--- config.mk ---
export PLATFORM = sky130hd
export DESIGN_NAME = dprc_top
export DESIGN_NICKNAME = d
export VERILOG_FILES = /design/src/dprc_top.v
export VERILOG_INCLUDE_DIRS = /design/src
export SDC_FILE = /design/constraint.sdc
export NUM_CORES = 1
export LEC_CHECK = 0
export ABC_CLOCK_PERIOD_IN_PS = 1700
export BUFFER_PORTS_ARGS = -buffer_cell sky130_fd_sc_hd__clkbuf_2
export CORE_ASPECT_RATIO = 0.75
export CORE_MARGIN = 5
export CORE_UTILIZATION = 36
export DETAILED_ROUTE_END_ITERATION = 8
export SLEW_MARGIN = 20
export SYNTH_ARGS = -nofsm -noshare
export SYNTH_HDL_FRONTEND = slang
export SYNTH_SLANG_ARGS = --single-unit
--- constraint.sdc ---
create_clock -name clk_sys -period 1.7 [get_ports clk_sys]
set_input_delay 0.17 -clock clk_sys [delete_from_list [all_inputs] [get_ports clk_sys]]
set_output_delay 0.17 -clock clk_sys [all_outputs]
set_load 0.02 [all_outputs]
--- src/dprc_defines.vh ---
// constants for the dual pin reset control block
`ifndef DPRC_DEFINES_VH
`define DPRC_DEFINES_VH
`define DPRC_DRIVE_CYCLES 6
`define DPRC_CNT_W 3
`define DPRC_SENSE_CYCLES 3
`define DPRC_SYNC_STAGES 2
`define DPRC_SYNC_INIT 2'h2
`endif

--- src/dprc_top.v ---
// dual pin reset control: hardware power reset and two-way soft reset pin
`timescale 1ns/1ns
`include "dprc_defines.vh"
module dprc_top #(
  parameter DRIVE_CYCLES = `DPRC_DRIVE_CYCLES, // low-drive cycles per output phase
  parameter SENSE_CYCLES = `DPRC_SENSE_CYCLES, // released cycles per sensing phase
  parameter CNT_W = `DPRC_CNT_W, // phase counter width
  parameter SYNC_STAGES = `DPRC_SYNC_STAGES // flops per pin synchroniser, two or more
) (
  input wire clk_sys, // system clock, 125 MHz
  input wire rst, // asynchronous reset, active high
  input wire hard_reset_in_n, // hardware power reset pin, active low
  input wire soft_reset_in_n, // soft reset pin level as sensed
  output reg soft_reset_out, // soft reset pin output value
  output reg soft_reset_oe, // soft reset pin output enable, high = driving
  output reg por_hold, // power-on domain held in reset
  output reg por_pulse, // power-on reset pulse on hard reset release
  output reg core_hold, // core held in soft reset
  output reg core_reset_pulse, // core reset pulse on soft release
  output reg run // execution enabled
);

  // one-hot phase codes
  localparam [4:0] ST_IDLE = 5'h01;
  localparam [4:0] ST_POR = 5'h02;
  localparam [4:0] ST_DRIVE = 5'h04;
  localparam [4:0] ST_SENSE = 5'h08;
  localparam [4:0] ST_SOFT = 5'h10;
  // phases during which the core stays in soft reset
  localparam [4:0] ST_CORE_HELD = ST_POR | ST_DRIVE | ST_SENSE;

  // pin index inside the synchroniser vectors
  localparam PIN_HARD = 0;
  localparam PIN_SOFT = 1;
  localparam PIN_COUNT = 2;
  localparam [PIN_COUNT-1:0] SYNC_INIT = `DPRC_SYNC_INIT;

  // counter end points; CNT_W must hold DRIVE_CYCLES-1 and SENSE_CYCLES-1
  localparam [31:0] DRIVE_LAST_W = DRIVE_CYCLES - 32'h1;
  localparam [31:0] SENSE_LAST_W = SENSE_CYCLES - 32'h1;
  localparam [CNT_W-1:0] DRIVE_LAST = DRIVE_LAST_W[CNT_W-1:0];
  localparam [CNT_W-1:0] SENSE_LAST = SENSE_LAST_W[CNT_W-1:0];
  localparam [CNT_W-1:0] CNT_ZERO = {CNT_W{1'h0}};
  localparam [CNT_W-1:0] CNT_ONE = {{(CNT_W-1){1'h0}}, 1'h1};

  wire [PIN_COUNT-1:0] pin_raw;
  wire [PIN_COUNT-1:0] pin_sync;
  wire hard_n;
  wire soft_n;
  wire drive_done;
  wire sense_done;
  reg [4:0] state;
  reg [4:0] next_state;
  reg [CNT_W-1:0] cnt;
  reg [CNT_W-1:0] next_cnt;

  // true when a one-hot code lies inside a mask of phases
  function in_phase;
    input [4:0] code;
    input [4:0] mask;
    begin
      in_phase = |(code & mask);
    end
  endfunction

  // next counter value, wrapping to zero when a phase ends
  function [CNT_W-1:0] count_step;
    input [CNT_W-1:0] value;
    input done;
    begin
      if (done) begin
        count_step = CNT_ZERO;
      end else begin
        count_step = value + CNT_ONE;
      end
    end
  endfunction

  assign pin_raw = {soft_reset_in_n, hard_reset_in_n};

  // only the last stage of each chain feeds the phase logic
  genvar g;
  generate
    for (g = 0; g < PIN_COUNT; g = g + 1) begin : g_sync
      reg [SYNC_STAGES-1:0] stage;
      always @(posedge clk_sys or posedge rst) begin
        if (rst) begin
          // hard pin starts active, so reset ends through a full power-on pass
          stage <= {SYNC_STAGES{SYNC_INIT[g]}};
        end else begin
          stage <= {stage[SYNC_STAGES-2:0], pin_raw[g]};
        end
      end
      assign pin_sync[g] = stage[SYNC_STAGES-1];
    end
  endgenerate

  assign hard_n = pin_sync[PIN_HARD];
  assign soft_n = pin_sync[PIN_SOFT];
  assign drive_done = (cnt == DRIVE_LAST);
  assign sense_done = (cnt == SENSE_LAST);

  always @(posedge clk_sys or posedge rst) begin
    if (rst) begin
      state <= ST_POR;
    end else begin
      state <= next_state;
    end
  end

  always @(posedge clk_sys or posedge rst) begin
    if (rst) begin
      cnt <= CNT_ZERO;
    end else begin
      cnt <= next_cnt;
    end
  end

  // hard reset overrides whatever soft reset phase is running
  always @* begin
    next_state = state;
    case (state)
      ST_POR: begin
        if (hard_n) begin
          next_state = ST_IDLE;
        end
      end
      ST_IDLE: begin
        if (!soft_n) begin
          next_state = ST_DRIVE;
        end
      end
      ST_DRIVE: begin
        if (drive_done) begin
          next_state = ST_SENSE;
        end
      end
      ST_SENSE: begin
        // released pin needs synchroniser delay plus pull-up settling
        if (sense_done) begin
          if (soft_n) begin
            next_state = ST_SOFT;
          end else begin
            next_state = ST_DRIVE;
          end
        end
      end
      ST_SOFT: begin
        next_state = ST_IDLE;
      end
      default: begin
        next_state = ST_POR;
      end
    endcase
    if (!hard_n) begin
      next_state = ST_POR;
    end
  end

  // the counter restarts on every phase change
  always @* begin
    next_cnt = CNT_ZERO;
    case (next_state)
      ST_DRIVE: begin
        if (state == ST_DRIVE) begin
          next_cnt = count_step(cnt, drive_done);
        end
      end
      ST_SENSE: begin
        if (state == ST_SENSE) begin
          next_cnt = count_step(cnt, sense_done);
        end
      end
      default: begin
        next_cnt = CNT_ZERO;
      end
    endcase
  end

  // the pad only ever pulls low; the pull-up gives the high level
  always @(posedge clk_sys or posedge rst) begin
    if (rst) begin
      soft_reset_out <= 1'h1;
      soft_reset_oe <= 1'h0;
    end else begin
      soft_reset_out <= 1'h0;
      soft_reset_oe <= in_phase(next_state, ST_DRIVE);
    end
  end

  // power-on domain
  always @(posedge clk_sys or posedge rst) begin
    if (rst) begin
      por_hold <= 1'h1;
      por_pulse <= 1'h0;
    end else begin
      por_hold <= in_phase(next_state, ST_POR);
      por_pulse <= in_phase(state, ST_POR) && !in_phase(next_state, ST_POR);
    end
  end

  // soft reset never touches por_hold, so por, clock and debug logic survive
  always @(posedge clk_sys or posedge rst) begin
    if (rst) begin
      core_hold <= 1'h1;
      core_reset_pulse <= 1'h0;
    end else begin
      core_hold <= in_phase(next_state, ST_CORE_HELD);
      core_reset_pulse <= in_phase(next_state, ST_SOFT);
    end
  end

  // execution runs only in the idle phase
  always @(posedge clk_sys or posedge rst) begin
    if (rst) begin
      run <= 1'h0;
    end else begin
      run <= in_phase(next_state, ST_IDLE);
    end
  end
endmodule // dprc_top

# Word level (Yosys, flattened, before mapping)
# Index checks and enable logic that the tools add are counted.
[word_totals]
register_bits = 19
inputBits = 4
out_inout_bits = 7
wordCells = 36
[classes]
n_addsub = 1
eq_ne = 9
mux = 11
n_reduce_logical = 4
[op_table]
columns = ["op", "n"]
rows = [
  ["$mux W5", 5],
  ["$pmux W5 S4", 1],
  ["$mux W3", 4],
  ["$eq A5 B3 Y1 const B", 2],
  ["$eq A5 B4 Y1 const B", 2],
  ["$pmux W3 S2", 1],
  ["$eq A5 B1 Y1 const B", 1],
  ["$eq A5 B2 Y1 const B", 1],
  ["$eq A5 B5 Y1 const B", 1],
  ["$add A3 B1 Y3 const B", 1],
  ["$eq A3 B2 Y1 const B", 1],
  ["$eq A3 B3 Y1 const B", 1],
  ["$reduce_or A3 Y1", 1],
  ["$reduce_or A2 Y1", 1],
  ["$logic_and A1 B1 Y1", 1],
  ["$logic_not A1 Y1", 1],
]

# Longest topological paths before layout
[depth]
depth_word = 6
ltp_mapped = 5
mapped_depth_nobuf = 4

# Worst setup path after synthesis
# Ideal clock, no wire load.
[synth_path]
path_kind = "reg-to-reg"
start = "register core_reset_pulse (netlist name)"
end = "register state[0]"
setup_ns = 0.096
t_arrival_ns = 1.310
t_required_ns = 1.604
slack_ns = 0.294
stages_incl_launch_ff = 6
n_path_buf = 1
synth_period_minus_slack_ns = 1.406
cell_sequence = "dfrtp_1 > buf_6 > nor3_1 > and4b_2 > nor3b_4 > nor4_2"
[synth_lines]
columns = ["element", "line_no", "source"]
rows = [
  ["end signal: assignment", "dprc_top.v:107", "state <= next_state;"],
  ["end: declaration", "dprc_top.v:52", "reg [4:0] state;"],
]

# Final worst setup path
[layout_path]
start = "register state[3]"
end = "register core_hold"
[layout_via]
elab_chain_cells = 5
elab_cells_between_ends = 12
cone_classes = "eq/ne: 5; mux: 5; reduce/logical: 2"
[layout_rtl]
columns = ["element", "line_no", "source"]
rows = [
  ["$eq A5 B5 Y1 / $eq A5 B2 Y1 (equally long branches)", "dprc_top.v:122", "case (state)"],
  ["$reduce_or A2 Y1 (no line)", "--", ""],
  ["$pmux W5 S4 (*)", "dprc_top.v:122", ""],
  ["$mux W5 (*)", "dprc_top.v:155", "if (!hard_n) begin"],
  ["named net next_state[1]", "dprc_top.v:53", "reg [4:0] next_state;"],
  ["$reduce_or A3 Y1 (*)", "dprc_top.v:62", "in_phase = |(code & mask);"],
  ["end signal: assignment", "dprc_top.v:208", "core_hold <= in_phase(next_state, ST_CORE_HELD);"],
  ["end: declaration", "dprc_top.v:18", "output reg core_hold,"],
]
# Mark *: on every way through the listed nets, which the timed path passes. The rest lies on a longest branch.

==> flow_summary.ini <==
[sta]
fin_ws_ns = 0.225
setup_viol = 0
clock_skew_ns = 0.00233
fin_crit_sh_pct = 86.8
whs_ns = 0.353
maxSlewViolCount = 0
layout_min_cycle_time_ns = 1.47
rsz0062_at_grt = no
fmax_mhz = 678
relSlewSlack_pct = 62.9
tns_ns = 0
hold_violations = 0
worst_pin_slew_ns = 0.556

[placed_design]
gp_congestion = 0.860
post-place-ws_ns = 0.265
dp.final_hpwl_um = 994
port_buffers = 10

[yosys]
yosysSeqAreaShare_pct = 50.2
synth_flop_cell = dfrtp_1
syn-instance-count = 69
yosys.cell_types.count = 34
ys_seq_elements = 15
async_reset_ff_share_pct = 100
syn_nets = 73
netlist_area_um2 = 759
synth_edf_count = 0
synth_warnings = 0
avgSynthCellArea_um2 = 11.0

[cts]
clk_path_buf_depth = 2
post_cts_buffers = 0
clkLatencyLatePin_ns = 0.27
tritoncts = done
cts_made_buffers = 3
clock_sinks = 15
htreeDepth = 1
path_clk_slew_ns = 0.08
cts.repair.resized = 0
root_buffer = clkbuf_4

[global_routing]
antenna_found_initial = 0
grt_max_degree = 16
overflow = 0
grt_pass1_wl_um = 2480
grt_pass1_vias = 522
grt_usage_pct = 10.3

[drt]
dr.pass1.iters = 4
drtAntennaViolNets = 0
drt_wl_total_um = 1420
drtIter0Drc = 15
wl_per_cell_um = 13.3
vias = 559
drc = 0
vias_per_cell = 5.22

[finish]
final_core_util_pct = 43.0
area_delta_synth_final_pct = 14.0
layout_common_cells = dfrtp_1, clkbuf_2, nor2_1
layout-drive-gt1-share_pct = 30.1
nets = 88
fillers = 204
n_antenna_cell = 0

[run]
maxCapViolations = 0

[die]
die_h_um = 49.8
die_area_mm2 = 0.00314
rows = 14
die_w_um = 63.0
num_io_pins = 11
core-area_mm2 = 0.00201
start_util_pct = 37.7

[status]
status = finished clean

[power]
powerDensity_mw_per_mm2 = 1140
vdd_drop_max_mv = 0.726
cellLeakagePower_nw = 0.352

[worst_setup_path]
crit_required_ns = 1.92
cp-start-kind = flip-flop
end_kind = flip-flop
critical_path.max_fanout = 10
critPathKind = reg2reg
crit_arrival_ns = 1.69
worst-r2r-setup-slack_ns = 0.23

[min_path]
hold_class = reg2reg
## cell type report
class / instances / area, um2 / area share, %
sequential: 15 / 382 / 44.1
inverter: 3 / 11.3 / 1.30
multi-input combinational: 48 / 337 / 38.9
clock buffer: 4 / 26.3 / 3.03
timing repair buffer: 13 / 80.1 / 9.25
tap: 24 / 30.0 / 3.47
## cell families after synthesis
kind of cell,synth area share (%)
compound gates,13.3
buf+inv,5.44
other cells,0.494
flops,50.2
simple gates,28.2
xor+xnor,2.31
## worst paths after layout
check,endpoint,depth (start not counted),startpoint
max in group asynchronous,g_sync[1].stage[1],3,rst
hold / removal,g_sync[0].stage[1],0,g_sync[0].stage[0]
setup reg to reg,core_hold,4,state[3]
setup / recovery,core_hold,4,state[3]
hold reg to reg,g_sync[0].stage[1],0,g_sync[0].stage[0]
min in group asynchronous,por_pulse,3,rst
## metal layers
metal | share of wire (%) | vias to the layer above | GRT usage (%)
met5 | 0 | - | 0
met4 | 1.1 | 0 | 5.30
met2 | 45 | 24 | 14.5
met3 | 7.7 | 2 | 4.09
met1 | 46 | 261 | 13.4
li1 | - | 272 | -
## repair_timing
item,CTS,global route
endpoints found under the setup margin,0,0
hold endpoints to repair,12,0
hold buffers,3,0
## sequential cells by signal, summed over array words and instances, names as in the netlist
signal,count
state,4
soft_reset_out,1
por_pulse,1
core_hold,1
g_sync.stage,4
core_reset_pulse,1
cnt,3
## synthesized netlist by cell type (all sizes together), types with 2 or more instances
| master | n | area share, % |
|---|---|---|
| dfrtp | 10 | 33 |
| nor2 | 7 | 3.5 |
| o21ai | 6 | 4.0 |
| dfstp | 5 | 17 |
| a21oi | 3 | 2.5 |
| buf | 3 | 4.0 |
| inv | 3 | 1.5 |
| nand2b | 3 | 2.5 |
| nand3b | 3 | 3.0 |
| a31oi | 2 | 1.6 |
| and4b | 2 | 2.8 |
| nand2 | 2 | 0.99 |
| nand3 | 2 | 1.3 |
| nor3 | 2 | 2.8 |
| nor3b | 2 | 4.1 |
## critical path, stage by stage (launching register included)
cell and delay (ns):
dfrtp_1 0.50, xor2_1 0.24, o2111ai_1 0.24, nor3b_4 0.30, nand3b_1 0.15
## power by group
group	internal, mW	switching, mW
Sequential	0.426	0.0708
Combinational	0.128	0.164
Clock	0.0909	0.103
## metrics by stage
stage          area, um2  total power [mW]  instances
3_3_place_gp         810             0.791        100
6_report             866             0.983        107
4_1_cts              866             0.997        107
5_1_grt              866              1.05        107
3_5_place_dp         810             0.791        100
2_1_floorplan        759             0.712         69
Power figures use the tool's default switching activity.
